File: config.mk
export PLATFORM = sky130hd
export DESIGN_NAME = wdt_windowed_watchdog
export DESIGN_NICKNAME = d
export VERILOG_FILES = /design/src/wdt_pkg.sv /design/src/wdt_low_power_rc_clock_gen.sv /design/src/wdt_scaler.sv /design/src/wdt_windowed_watchdog.sv
export SDC_FILE = /design/constraint.sdc
export NUM_CORES = 1
export LEC_CHECK = 0
export BUFFER_PORTS_ARGS = -buffer_cell sky130_fd_sc_hd__buf_2
export CAP_MARGIN = 20
export CORE_ASPECT_RATIO = 1.2
export CORE_UTILIZATION = 50
export CTS_CLUSTER_SIZE = 10
export DETAILED_ROUTE_END_ITERATION = 10
export PLACE_DENSITY_LB_ADDON = 0.2
export RECOVER_POWER = 100
export SYNTH_ARGS = -nofsm -noshare
export SYNTH_HDL_FRONTEND = slang
export SYNTH_HIERARCHICAL = 1
export SYNTH_SLANG_ARGS = --single-unit
File: constraint.sdc
create_clock -name ref_clk -period 3.34 [get_ports ref_clk]
set_input_delay 0.501 -clock ref_clk [delete_from_list [all_inputs] [get_ports ref_clk]]
set_output_delay 0.501 -clock ref_clk [all_outputs]
set_load 0.05 [all_outputs]
File: src/wdt_pkg.sv
// package for the windowed watchdog: register map, fields, reset values
// assumes a 125 MHz ref_clk and an APB master with 32-bit data
package wdt_pkg;

    localparam int unsigned REF_CLK_HZ      = 125000000;
    localparam int unsigned RC_OSC_HZ       = 32000;
    // one rc tick in ref_clk cycles, rounded down
    localparam int unsigned RC_TICK_DIV     = REF_CLK_HZ / RC_OSC_HZ;
    localparam int unsigned PRE_SHORT       = 32;
    localparam int unsigned PRE_LONG        = 128;
    localparam int unsigned BASE_SHORT_US   = 1000;
    localparam int unsigned BASE_LONG_US    = 4000;

    // apb byte offsets
    localparam logic [7:0] ADDR_CONFIG      = 8'h00;
    localparam logic [7:0] ADDR_RESET_CTRL  = 8'h04;
    localparam logic [7:0] ADDR_CMD         = 8'h08;
    localparam logic [7:0] ADDR_IRQ_STATUS  = 8'h0C;
    localparam logic [7:0] ADDR_IRQ_MASK    = 8'h10;
    localparam logic [7:0] ADDR_COUNT       = 8'h14;

    // config word field positions
    localparam int unsigned CFG_POST_LSB    = 0;
    localparam int unsigned CFG_PRE_BIT     = 4;
    localparam int unsigned CFG_WIN_OFF_BIT = 6;
    localparam int unsigned CFG_FORCE_BIT   = 7;
    localparam logic [7:0]  CFG_RESET       = 8'hDF;

    // reset control register bits
    localparam int unsigned RC_IDLE_BIT     = 2;
    localparam int unsigned RC_SLEEP_BIT    = 3;
    localparam int unsigned RC_TIMEOUT_BIT  = 4;
    localparam int unsigned RC_SWEN_BIT     = 5;

    // command register bits (write-only strobes)
    localparam int unsigned CMD_CLEAR_BIT   = 0;
    localparam int unsigned CMD_SLEEP_BIT   = 1;
    localparam int unsigned CMD_IDLE_BIT    = 2;

    // interrupt status bits
    localparam int unsigned IRQ_TIMEOUT     = 0;
    localparam int unsigned IRQ_WAKE        = 1;
    localparam int unsigned IRQ_EARLY       = 2;
    localparam int unsigned IRQ_W           = 3;

    typedef struct packed {
        logic       hwWatchdogForce;
        logic       windowDisable;
        logic [3:0] postscaleSelect;
        logic       prescaleSelect;
    } wdt_cfg_t;

    typedef struct packed {
        logic clrInstr;
        logic enterSave;
        logic exitSave;
        logic clkSwitchDone;
    } wdt_evt_t;

    typedef enum logic [2:0] {
        ST_RUN   = 3'b001,
        ST_SLEEP = 3'b010,
        ST_IDLE  = 3'b100
    } wdt_mode_t;

endpackage

File: src/wdt_low_power_rc_clock_gen.sv
// low-power rc clock model: tick enable divided down from ref_clk
// assumes the caller gates it with the watchdog enable
`timescale 1ns/1ps
module wdt_rc_tick_gen #(
    parameter int unsigned DIV = wdt_pkg::RC_TICK_DIV
) (
    input  wire logic ref_clk,
    input  wire logic resetn,
    input  wire logic clkEn,
    input  wire logic oscOn,
    output logic      tick
);
    logic [15:0] cnt_q;

    always_ff @(posedge ref_clk) begin
        if (!resetn) begin
            cnt_q <= 16'h0000;
            tick  <= 1'b0;
        end else if (clkEn) begin
            tick <= 1'b0;
            if (!oscOn) begin
                cnt_q <= 16'h0000;
            end else if (cnt_q == 16'(DIV - 1)) begin
                cnt_q <= 16'h0000;
                tick  <= 1'b1;
            end else begin
                cnt_q <= cnt_q + 16'h0001;
            end
        end
    end
endmodule

File: src/wdt_scaler.sv
// prescaler plus power-of-two postscaler on the rc tick
// assumes clr overrides tick; period pulse is one cycle wide
`timescale 1ns/1ps
module wdt_scaler (
    input  wire logic        ref_clk,
    input  wire logic        resetn,
    input  wire logic        clkEn,
    input  wire logic        clr,
    input  wire logic        tick,
    input  wire logic        prescaleSelect,
    input  wire logic [3:0]  postscaleSelect,
    output logic             expire,
    output logic             lastQuarter,
    output logic [21:0]      count
);
    logic [6:0]  pre_q;
    logic [14:0] post_q;
    logic        preWrap;
    logic [14:0] postLast;

    assign preWrap  = prescaleSelect ? (pre_q == 7'h7F)
                                     : (pre_q[4:0] == 5'h1F);
    assign postLast = 15'((32'h1 << postscaleSelect) - 32'h1);

    always_ff @(posedge ref_clk) begin
        if (!resetn) begin
            pre_q  <= 7'h00;
            post_q <= 15'h0000;
            expire <= 1'b0;
        end else if (clkEn) begin
            expire <= 1'b0;
            if (clr) begin
                pre_q  <= 7'h00;
                post_q <= 15'h0000;
            end else if (tick) begin
                pre_q <= preWrap ? 7'h00 : pre_q + 7'h01;
                if (preWrap) begin
                    if (post_q >= postLast) begin
                        post_q <= 15'h0000;
                        expire <= 1'b1;
                    end else begin
                        post_q <= post_q + 15'h0001;
                    end
                end
            end
        end
    end

    // last quarter: top two bits of the combined count both set
    always_comb begin
        logic [21:0] full;
        logic [4:0]  w;
        full  = 22'h000000;
        w     = 5'(postscaleSelect) + (prescaleSelect ? 5'h07 : 5'h05);
        full  = prescaleSelect ? {post_q, pre_q}
                               : {2'b00, post_q, pre_q[4:0]};
        count = full;
        lastQuarter = full[w-5'h1] & full[w-5'h2];
    end
endmodule

File: src/wdt_windowed_watchdog.sv
// top of the windowed watchdog: apb registers, mode tracking, resets
// assumes power-save and clock-switch events arrive as one-cycle pulses
`timescale 1ns/1ps
module wdt_windowed_watchdog #(
    parameter int unsigned RC_TICK_DIV = wdt_pkg::RC_TICK_DIV
) (
    input  wire logic        ref_clk,
    input  wire logic        resetn,
    input  wire logic        clkEn,
    input  wire logic        psel,
    input  wire logic        penable,
    input  wire logic        pwrite,
    input  wire logic [7:0]  paddr,
    input  wire logic [31:0] pwdata,
    output logic [31:0]      prdata,
    output logic             pready,
    output logic             pslverr,
    input  wire logic        clkSwitchDone,
    input  wire logic        exitSave,
    output logic             deviceReset,
    output logic             wakeUp,
    output logic             oscEnable,
    output logic             irq
);
    ////////////////////////////////////////////////////////////////////
    wdt_pkg::wdt_cfg_t  cfg_q;
    wdt_pkg::wdt_evt_t  evt;
    wdt_pkg::wdt_mode_t mode_q;
    logic [5:2]         rctl_q;
    logic [wdt_pkg::IRQ_W-1:0] irqSt_q;
    logic [wdt_pkg::IRQ_W-1:0] irqMask_q;
    logic [wdt_pkg::IRQ_W-1:0] irqEvt;
    logic        running;
    logic        tick;
    logic        expire;
    logic        lastQuarter;
    logic [21:0] count;
    logic        wrAcc;
    logic        rdAcc;
    logic        mapped;
    logic        cmdClr;
    logic        cmdSleep;
    logic        cmdIdle;
    logic        earlyClr;
    logic        timeoutRst;
    logic        timeoutWake;

    function automatic logic isAddr(input logic [7:0] a,
                                    input logic [7:0] ref_a);
        return a == ref_a;
    endfunction

    ////////////////////////////////////////////////////////////////////
    // apb decode: zero wait states, unmapped gets pslverr
    assign wrAcc  = psel & penable & pwrite & clkEn;
    assign rdAcc  = psel & ~penable & ~pwrite & clkEn;
    assign mapped = isAddr(paddr, wdt_pkg::ADDR_CONFIG)
                  | isAddr(paddr, wdt_pkg::ADDR_RESET_CTRL)
                  | isAddr(paddr, wdt_pkg::ADDR_CMD)
                  | isAddr(paddr, wdt_pkg::ADDR_IRQ_STATUS)
                  | isAddr(paddr, wdt_pkg::ADDR_IRQ_MASK)
                  | isAddr(paddr, wdt_pkg::ADDR_COUNT);

    assign cmdClr   = wrAcc & isAddr(paddr, wdt_pkg::ADDR_CMD)
                    & pwdata[wdt_pkg::CMD_CLEAR_BIT];
    assign cmdSleep = wrAcc & isAddr(paddr, wdt_pkg::ADDR_CMD)
                    & pwdata[wdt_pkg::CMD_SLEEP_BIT];
    assign cmdIdle  = wrAcc & isAddr(paddr, wdt_pkg::ADDR_CMD)
                    & pwdata[wdt_pkg::CMD_IDLE_BIT]
                    & ~pwdata[wdt_pkg::CMD_SLEEP_BIT];

    always_ff @(posedge ref_clk) begin
        if (!resetn) begin
            pready  <= 1'b0;
            pslverr <= 1'b0;
            prdata  <= 32'h00000000;
        end else if (clkEn) begin
            pready  <= psel & ~penable;
            pslverr <= psel & ~penable & ~mapped;
            if (rdAcc) begin
                case (paddr)
                    // read back in the config word layout, bit 5 zero
                    wdt_pkg::ADDR_CONFIG:
                        prdata <= 32'({cfg_q.hwWatchdogForce,
                                       cfg_q.windowDisable, 1'b0,
                                       cfg_q.prescaleSelect,
                                       cfg_q.postscaleSelect});
                    wdt_pkg::ADDR_RESET_CTRL: prdata <= 32'({rctl_q, 2'b00});
                    wdt_pkg::ADDR_IRQ_STATUS: prdata <= 32'(irqSt_q);
                    wdt_pkg::ADDR_IRQ_MASK:   prdata <= 32'(irqMask_q);
                    wdt_pkg::ADDR_COUNT:      prdata <= 32'(count);
                    default:                  prdata <= 32'h00000000;
                endcase
            end
        end
    end

    ////////////////////////////////////////////////////////////////////
    // configuration word; writable here since there is no fuse array
    always_ff @(posedge ref_clk) begin
        if (!resetn) begin
            cfg_q <= wdt_pkg::wdt_cfg_t'({wdt_pkg::CFG_RESET[7:6],
                                          wdt_pkg::CFG_RESET[3:0],
                                          wdt_pkg::CFG_RESET[4]});
        end else if (clkEn && wrAcc
                     && isAddr(paddr, wdt_pkg::ADDR_CONFIG)) begin
            cfg_q.hwWatchdogForce <= pwdata[wdt_pkg::CFG_FORCE_BIT];
            cfg_q.windowDisable   <= pwdata[wdt_pkg::CFG_WIN_OFF_BIT];
            cfg_q.prescaleSelect  <= pwdata[wdt_pkg::CFG_PRE_BIT];
            cfg_q.postscaleSelect <= pwdata[wdt_pkg::CFG_POST_LSB +: 4];
        end
    end

    ////////////////////////////////////////////////////////////////////
    // power-save mode tracking
    always_ff @(posedge ref_clk) begin
        if (!resetn) begin
            mode_q <= wdt_pkg::ST_RUN;
        end else if (clkEn) begin
            case (mode_q)
                wdt_pkg::ST_RUN: begin
                    if (cmdSleep) begin
                        mode_q <= wdt_pkg::ST_SLEEP;
                    end else if (cmdIdle) begin
                        mode_q <= wdt_pkg::ST_IDLE;
                    end
                end
                wdt_pkg::ST_SLEEP, wdt_pkg::ST_IDLE: begin
                    if (exitSave || timeoutWake) begin
                        mode_q <= wdt_pkg::ST_RUN;
                    end
                end
                default: mode_q <= wdt_pkg::ST_RUN;
            endcase
        end
    end

    assign evt.clrInstr      = cmdClr & (mode_q == wdt_pkg::ST_RUN);
    assign evt.enterSave     = (cmdSleep | cmdIdle)
                             & (mode_q == wdt_pkg::ST_RUN);
    assign evt.exitSave      = (mode_q != wdt_pkg::ST_RUN)
                             & (exitSave | timeoutWake);
    assign evt.clkSwitchDone = clkSwitchDone;

    ////////////////////////////////////////////////////////////////////
    // enable and counting chain
    assign running = cfg_q.hwWatchdogForce
                   | rctl_q[wdt_pkg::RC_SWEN_BIT];

    always_ff @(posedge ref_clk) begin
        if (!resetn) begin
            oscEnable <= 1'b0;
        end else if (clkEn) begin
            oscEnable <= running;
        end
    end

    // rc tick keeps going in sleep and idle
    wdt_rc_tick_gen #(
        .DIV (RC_TICK_DIV)
    ) u_rcTick (
        .ref_clk (ref_clk),
        .resetn  (resetn),
        .clkEn   (clkEn),
        .oscOn   (oscEnable),
        .tick    (tick)
    );

    // counts clear on switch, save entry and exit, clear command in run mode
    wdt_scaler u_scaler (
        .ref_clk         (ref_clk),
        .resetn          (resetn),
        .clkEn           (clkEn),
        .clr             (|evt | ~running),
        .tick            (tick & running),
        .prescaleSelect  (cfg_q.prescaleSelect),
        .postscaleSelect (cfg_q.postscaleSelect),
        .expire          (expire),
        .lastQuarter     (lastQuarter),
        .count           (count)
    );

    // early clear only matters with window enabled
    assign earlyClr    = evt.clrInstr & ~cfg_q.windowDisable
                       & ~lastQuarter & running;
    assign timeoutRst  = expire & (mode_q == wdt_pkg::ST_RUN);
    assign timeoutWake = expire & (mode_q != wdt_pkg::ST_RUN);

    always_ff @(posedge ref_clk) begin
        if (!resetn) begin
            deviceReset <= 1'b0;
            wakeUp      <= 1'b0;
        end else if (clkEn) begin
            deviceReset <= timeoutRst | earlyClr;
            wakeUp      <= timeoutWake;
        end
    end

    ////////////////////////////////////////////////////////////////////
    // reset control register; set wins over software clear
    always_ff @(posedge ref_clk) begin
        if (!resetn) begin
            rctl_q <= 4'h0;
        end else if (clkEn) begin
            if (wrAcc && isAddr(paddr, wdt_pkg::ADDR_RESET_CTRL)) begin
                rctl_q <= pwdata[5:2];
            end
            if (cmdSleep && mode_q == wdt_pkg::ST_RUN) begin
                rctl_q[wdt_pkg::RC_SLEEP_BIT] <= 1'b1;
            end
            if (cmdIdle && mode_q == wdt_pkg::ST_RUN) begin
                rctl_q[wdt_pkg::RC_IDLE_BIT] <= 1'b1;
            end
            if (expire) begin
                rctl_q[wdt_pkg::RC_TIMEOUT_BIT] <= 1'b1;
            end
        end
    end

    ////////////////////////////////////////////////////////////////////
    // interrupt status, write one to clear
    assign irqEvt = {earlyClr, timeoutWake, expire};

    always_ff @(posedge ref_clk) begin
        if (!resetn) begin
            irqSt_q   <= 3'h0;
            irqMask_q <= 3'h0;
            irq       <= 1'b0;
        end else if (clkEn) begin
            if (wrAcc && isAddr(paddr, wdt_pkg::ADDR_IRQ_MASK)) begin
                irqMask_q <= pwdata[wdt_pkg::IRQ_W-1:0];
            end
            if (wrAcc && isAddr(paddr, wdt_pkg::ADDR_IRQ_STATUS)) begin
                irqSt_q <= (irqSt_q & ~pwdata[wdt_pkg::IRQ_W-1:0])
                         | irqEvt;
            end else begin
                irqSt_q <= irqSt_q | irqEvt;
            end
            irq <= |(irqSt_q & irqMask_q);
        end
    end

    ////////////////////////////////////////////////////////////////////
    AST_TIMEOUT_FLAG: assert property (@(posedge ref_clk)
        disable iff (!resetn) clkEn && expire
        |=> rctl_q[wdt_pkg::RC_TIMEOUT_BIT])
        else $error("time-out flag not set");

    AST_RUN_RESET: assert property (@(posedge ref_clk)
        disable iff (!resetn) clkEn && timeoutRst |=> deviceReset)
        else $error("run time-out did not reset");

    AST_WAKE_NO_RESET: assert property (@(posedge ref_clk)
        disable iff (!resetn) clkEn && timeoutWake && !earlyClr
        |=> wakeUp && !deviceReset)
        else $error("power-save time-out misbehaved");

    AST_FORCE_RUN: assert property (@(posedge ref_clk)
        disable iff (!resetn) clkEn && cfg_q.hwWatchdogForce |=> oscEnable)
        else $error("forced watchdog not running");

    AST_SOFT_RUN: assert property (@(posedge ref_clk)
        disable iff (!resetn) clkEn && !cfg_q.hwWatchdogForce
        |=> oscEnable == $past(rctl_q[wdt_pkg::RC_SWEN_BIT]))
        else $error("software enable ignored");

    AST_OSC_ON: assert property (@(posedge ref_clk)
        disable iff (!resetn) clkEn && running |=> oscEnable)
        else $error("oscillator not enabled");

    AST_EARLY_CLEAR: assert property (@(posedge ref_clk)
        disable iff (!resetn) clkEn && evt.clrInstr && running
        && !cfg_q.windowDisable && !lastQuarter |=> deviceReset)
        else $error("early clear not punished");

    AST_NOWIN_CLEAR: assert property (@(posedge ref_clk)
        disable iff (!resetn) clkEn && cfg_q.windowDisable
        && evt.clrInstr && !expire |=> !deviceReset)
        else $error("clear reset in non-window mode");

    AST_CLEAR_COUNT: assert property (@(posedge ref_clk)
        disable iff (!resetn) clkEn && (|evt) |=> count == 22'h000000)
        else $error("count not cleared");

    AST_SWEN_RESET: assert property (@(posedge ref_clk)
        $rose(resetn) |-> !rctl_q[wdt_pkg::RC_SWEN_BIT])
        else $error("software enable survived reset");
endmodule

# After elaboration in Yosys (flattened, before gate mapping)
# Index checks and enable logic that the tools add are counted.
[classes]
add_sub_neg = 7
n_mul = 0
n_div = 0
magnitude_cmp = 3
eq_ne = 14
shift = 1
mux = 32
bitwise = 44
n_reduce_logical = 26
[ops]
columns = ["operator", "count"]
rows = [
  ["$pmux 22 s5", 1],
  ["$mux 15", 4],
  ["$mux 16", 2],
  ["$and 1x1->1", 22],
  ["$mux 22", 1],
  ["$mux 7", 3],
  ["$add 16x1->16 const B", 1],
  ["$eq 16x12->1 const B", 1],
  ["$eq 8x4->1 const B", 2],
  ["$eq 8x5->1 const B", 2],
  ["$add 15x1->15 const B", 1],
  ["$ge 15x15->1", 1],
  ["$mux 3", 5],
  ["$shl 1x4->15 const A", 1],
  ["$sub 15x1->15 const B", 1],
  ["$reduce_and 2->1", 7],
  ["$lt 5x6->1 const B", 2],
  ["$mux 1", 12],
  ["$bmux 1 s5", 2],
  ["$or 1x1->1", 10],
  ["$reduce_bool 2->1", 5],
  ["$eq 8x3->1 const B", 1],
  ["$logic_not 8->1", 1],
  ["$add 7x1->7 const B", 1],
  ["other kinds (23)", 38],
]
[word_totals]
regBits = 98
latch_bits = 0
mem_bits_rw = 0
mem_bits_ro = 0
in_bits = 48
output_inout_bits = 38
elab_cells = 150
mem_count = 0

# Logic depth before layout (Yosys ltp)
[depth]
depth_word = 12
depth_mapped = 16
mapped_depth_nobuf = 14

# By module
# The synthesis kept the hierarchy.
[modules_own_cells]
columns = ["module", "n_inst", "cells_each", "area_each_um2", "seq_area_each_um2"]
rows = [
  ["wdt_scaler", 1, 329, 2773.9, 460.4],
  ["wdt_windowed_watchdog", 1, 241, 2235.9, 960.9],
  ["wdt_rc_tick_gen", 1, 104, 914.6, 340.3],
]

# Worst setup path after synthesis
# No wires, ideal clock.
[synth_timing]
path_type = "reg2reg"
from = "reg cfg_q[1] (netlist name)"
to = "reg u_scaler.post_q[3]"
setup_time_ns = 0.086
t_arrival_ns = 3.605
required_ns = 3.254
slack_ns = -0.351
path_stages_with_launch = 16
n_path_buf = 3
period_less_slack_ns = 3.691
cell_sequence = "dfxtp_1 buf_2 buf_1 or4_1 ha_1 or2_2 o31ai_1 a21oi_1 ha_1 a21o_1 a21o_1 a21oi_1 o21ai_1 a311o_1 buf_6 a211oi_1"
[synth_via]
elab_chain_len = 7
[synth_rtl]
columns = ["element", "line_no", "rtl"]
rows = [
  ["$shl 1x4->15", "wdt_scaler.sv:23", "assign postLast = 15'((32'h1 << postscaleSelect) - 32'h1);"],
  ["$sub 15x1->15", "wdt_scaler.sv:23", ""],
  ["$ge 15x15->1", "wdt_scaler.sv:38", "if (post_q >= postLast) begin"],
  ["$mux 15", "wdt_scaler.sv:38", ""],
  ["$mux 15", "wdt_scaler.sv:37", "if (preWrap) begin"],
  ["$mux 15", "wdt_scaler.sv:35", "end else if (tick) begin"],
  ["$mux 15", "wdt_scaler.sv:32", "if (clr) begin"],
  ["to (signal assigned)", "wdt_scaler.sv:42", "post_q <= post_q + 15'h0001;"],
  ["to (decl)", "wdt_scaler.sv:17", "logic [14:0] post_q;"],
]
# Every way passes these cells. The select of a mux whose other input is x is not followed.
# A chain may end at the register's enable or synchronous reset.

# Final worst setup path
[layout_timing]
from = "reg cfg_q[4] (netlist name)"
to = "reg u_scaler.post_q[0]"
[layout_via]
elab_chain_len = 7
[layout_rtl]
columns = ["element", "line_no"]
rows = [
  ["$shl 1x4->15", "wdt_scaler.sv:23"],
  ["$sub 15x1->15", "wdt_scaler.sv:23"],
  ["$ge 15x15->1", "wdt_scaler.sv:38"],
  ["$mux 15", "wdt_scaler.sv:38"],
  ["$mux 15", "wdt_scaler.sv:37"],
  ["$mux 15", "wdt_scaler.sv:35"],
  ["$mux 15", "wdt_scaler.sv:32"],
]
# Every way passes these cells. The select of a mux whose other input is x is not followed.

==> impl_metrics.json <==
{
  "grt_pass1_vias": 5223,
  "vias_per_cell": 6.06,
  "wl_met3_um": 581,
  "cp-start-kind": "flop",
  "grt_usage_pct": 25.8,
  "synthArstFlopShare_pct": 0,
  "clkTransAtPathRegs_ns": 0.06,
  "dr_wl_met2_um": 7570,
  "vias": 5314,
  "grt-ovfl-total": 0,
  "tightest_slew_ns": 1.11,
  "ys_top_cells_by_area": "dfxtp_1, ha_1, mux2_2",
  "hold_viol_final": 0,
  "p_per_area_mw_per_mm2": 339,
  "drc": 0,
  "ant_nets": 0,
  "fillers": 1063,
  "route.layer.met1.wl_um": 6470,
  "hold_path.class": "in2reg",
  "area_growth_pct": 12.4,
  "antenna_found_initial": 0,
  "syn-mean-instance-area_um2": 8.79,
  "post_drt_wl_per_cell_um": 17.1,
  "synth-seq-cells": 88,
  "io-pin-count": 86,
  "n_antenna_cell": 0,
  "h-tree-depth": 3,
  "dr.pass1.iters": 4,
  "synth_flop_cell": "dfxtp_1",
  "rsz0062_at_grt": "true",
  "clockRootBuffer": "clkbuf_16",
  "cts_tree": "done",
  "cts_max_path_buffers": 2,
  "maxSlewViolCount": 0,
  "synth_area_mm2": 0.00592,
  "synthDistinctLibCells": 83,
  "fin_crit_ns": 3.31,
  "synth_cells": 674,
  "post_layout_nonfiller_instances": 877,
  "synth_enable_flop_cells": 0,
  "fin_area_mm2": 0.00666,
  "cp_top_family": "compound AO/OA/AOI/OAI gates",
  "grt_max_degree": 37,
  "status": "complete, no violations",
  "synth_top_cells_by_count": "dfxtp_1, nand2_1, nor2_1, a21oi_1, nand3_1",
  "leakagePower_nw": 2.64,
  "ys_seq_area_share_pct": 29.7,
  "end_kind": "flop",
  "die_h_um": 121,
  "numCtsBuffers": 9,
  "top_layer_used": "met4",
  "finalClockSkew_ns": 0.00703,
  "crit_chain": "or4_4 -> ha_4 -> or2_4 -> o31ai_2 -> a21oi_1 -> ha_1 -> a21o_1 -> a21o_1 -> a21oi_2 -> o21ai_2 -> a311o_2 -> clkbuf_16 -> a211oi_2",
  "synth_top_area_share_pct": 29.7,
  "gp_congestion": 0.887,
  "max_stage_delay_ns": 0.56,
  "dp_cells": 858,
  "nets": 789,
  "synth.largest_area_cell": "dfxtp_1",
  "vdd_drop_max_v": 0.000370,
  "placed_area_mm2": 0.00632,
  "critPathBufInv": 1,
  "yosysMostFrequentCell": "dfxtp_1",
  "clkLatencyLatePin_ns": 0.34,
  "wirelength_um": 15000,
  "drive_gt1_share_pct": 18.8,
  "cp_slowest_cell": "or4_4",
  "port_buffers": 51,
  "grt_pass1_wl_um": 25100,
  "arrival_ns": 3.57,
  "finalCritPeriodShare_pct": 99.0,
  "cts_sinks": 88,
  "setup-violations-final": 0,
  "fmax_mhz": 302,
  "dr.first_iter.drc_count": 242,
  "num_rows": 43,
  "path_class": "reg2reg",
  "coreArea_mm2": 0.0116,
  "cp_max_fo": 5,
  "cp.required_ns": 3.60,
  "initial_core_util_pct": 51.2,
  "relSlewSlack_pct": 26.1,
  "dieArea_mm2": 0.0123,
  "cap_viol_max_count": 0,
  "yosys_warnings": 6,
  "hpwl_um": 10800,
  "die_w_um": 101,
  "crit_top_cell": "a21o_1"
}
-- worst min-delay path: stages --
cell and delay (ns):
buf_2 0.08, mux2i_1 0.05, nand2_1 0.05
-- final timing paths --
check	startpoint	endpoint	slack [ns]	cells after the start
setup reg to reg	cfg_q[4]	u_scaler/post_q[0]	0.03	13
hold reg to reg	prdata[5]	prdata[5]	0.47	2
setup / recovery	cfg_q[4]	u_scaler/post_q[0]	0.03	13
hold / removal	pwdata[7]	cfg_q[6]	0.37	3
-- final cells by class --
cell class	count	area [um^2]	share of cell area, %
clock buffers	10	229	3.44
clock inverters	6	75.1	1.13
inverters	21	78.8	1.18
multi-input cells	514	3850	57.8
flip-flops and latches	88	1770	26.5
well taps	157	196	2.95
repair buffers	81	468	7.03
-- report_power, final --
group / internal [mW] / switching (mW)
logic: 0.0473 / 0.119
clock network: 0.592 / 0.438
registers: 1.05 / 0.00868
-- layer usage --
layer / global-route usage (%) / vias up
met5: 0 / -
met4: 11.8 / 0
met3: 3.46 / 28
met2: 44.6 / 145
met1: 31.6 / 2586
li1: - / 2555
-- logic make-up after synthesis --
kind of cell | count (synthesis) | share of synthesized area, %
AOI/OAI and AO/OA | 157 | 19.0
xor gates and xnor gates | 34 | 5.03
adders and majority gates | 28 | 5.96
buffers and inverters | 81 | 7.75
DFF | 88 | 29.7
muxes | 47 | 9.63
other | 1 | 0.0633
and+or+nand+nor | 238 | 22.9
-- placed cells by master, fill, tap and decap left out, types with 5 or more instances in the layout --
cell type / instances
inv_1: 21
a32oi_1: 5
nand2b_1: 6
xor2_1: 11
o211ai_1: 7
nor2b_1: 10
nand3_1: 27
conb_1: 10
nand2_1: 60
mux4_2: 6
buf_2: 20
and4_1: 7
a21oi_1: 26
nor2_1: 34
mux2_2: 20
nand3b_1: 5
a21o_1: 5
o21ai_0: 25
a22o_1: 17
buf_4: 25
clkbuf_1: 34
and2_1: 8
nor3_1: 14
nand4_1: 17
a211oi_2: 14
ha_1: 24
or3_1: 5
and3b_1: 5
and3_1: 10
clkbuf_16: 10
xnor2_1: 22
dfxtp_1: 87
mux2i_1: 21
o31a_1: 5
-- state kept, by name, summed over array words and instances, names as in the netlist --
| signal | flops |
|---|---|
| prdata | 22 |
| u_rcTick/cnt_q | 16 |
| u_scaler/post_q | 15 |
| cfg_q | 7 |
| u_scaler/pre_q | 7 |
| rctl_q | 4 |
| irqMask_q | 3 |
| irqSt_q | 3 |
| mode_q | 3 |
| deviceReset | 1 |
| irq | 1 |
| oscEnable | 1 |
| pready | 1 |
| pslverr | 1 |
| u_rcTick/tick | 1 |
| u_scaler/expire | 1 |
| wakeUp | 1 |
-- metrics by stage --
step / hold WS [ns] / util (%) / TNS, ns / worst slack [ns] / power (mW)
after floorplan: 0.440 / - / -0.0173 / -0.00173 / 1.21
after global placement: 0.451 / 54.6 / 0 / 0.0316 / 1.25
after detailed placement: 0.448 / 54.6 / -0.0827 / -0.0337 / 1.25
after CTS: 0.367 / 57.9 / -0.00746 / -0.00746 / 2.28
after global routing: 0.365 / 57.6 / -0.565 / -0.0706 / 2.34
final: 0.370 / 57.6 / 0 / 0.0328 / 2.26
-- what timing repair did --
action	CTS	global route
pin swaps	19	9
cloned	1	0
endpoints found under the setup margin	9	17
buffers inserted	1	1
hold buffers	0	0
gates resized for setup	11	6
No activity file was read; power rests on OpenSTA's default activity.
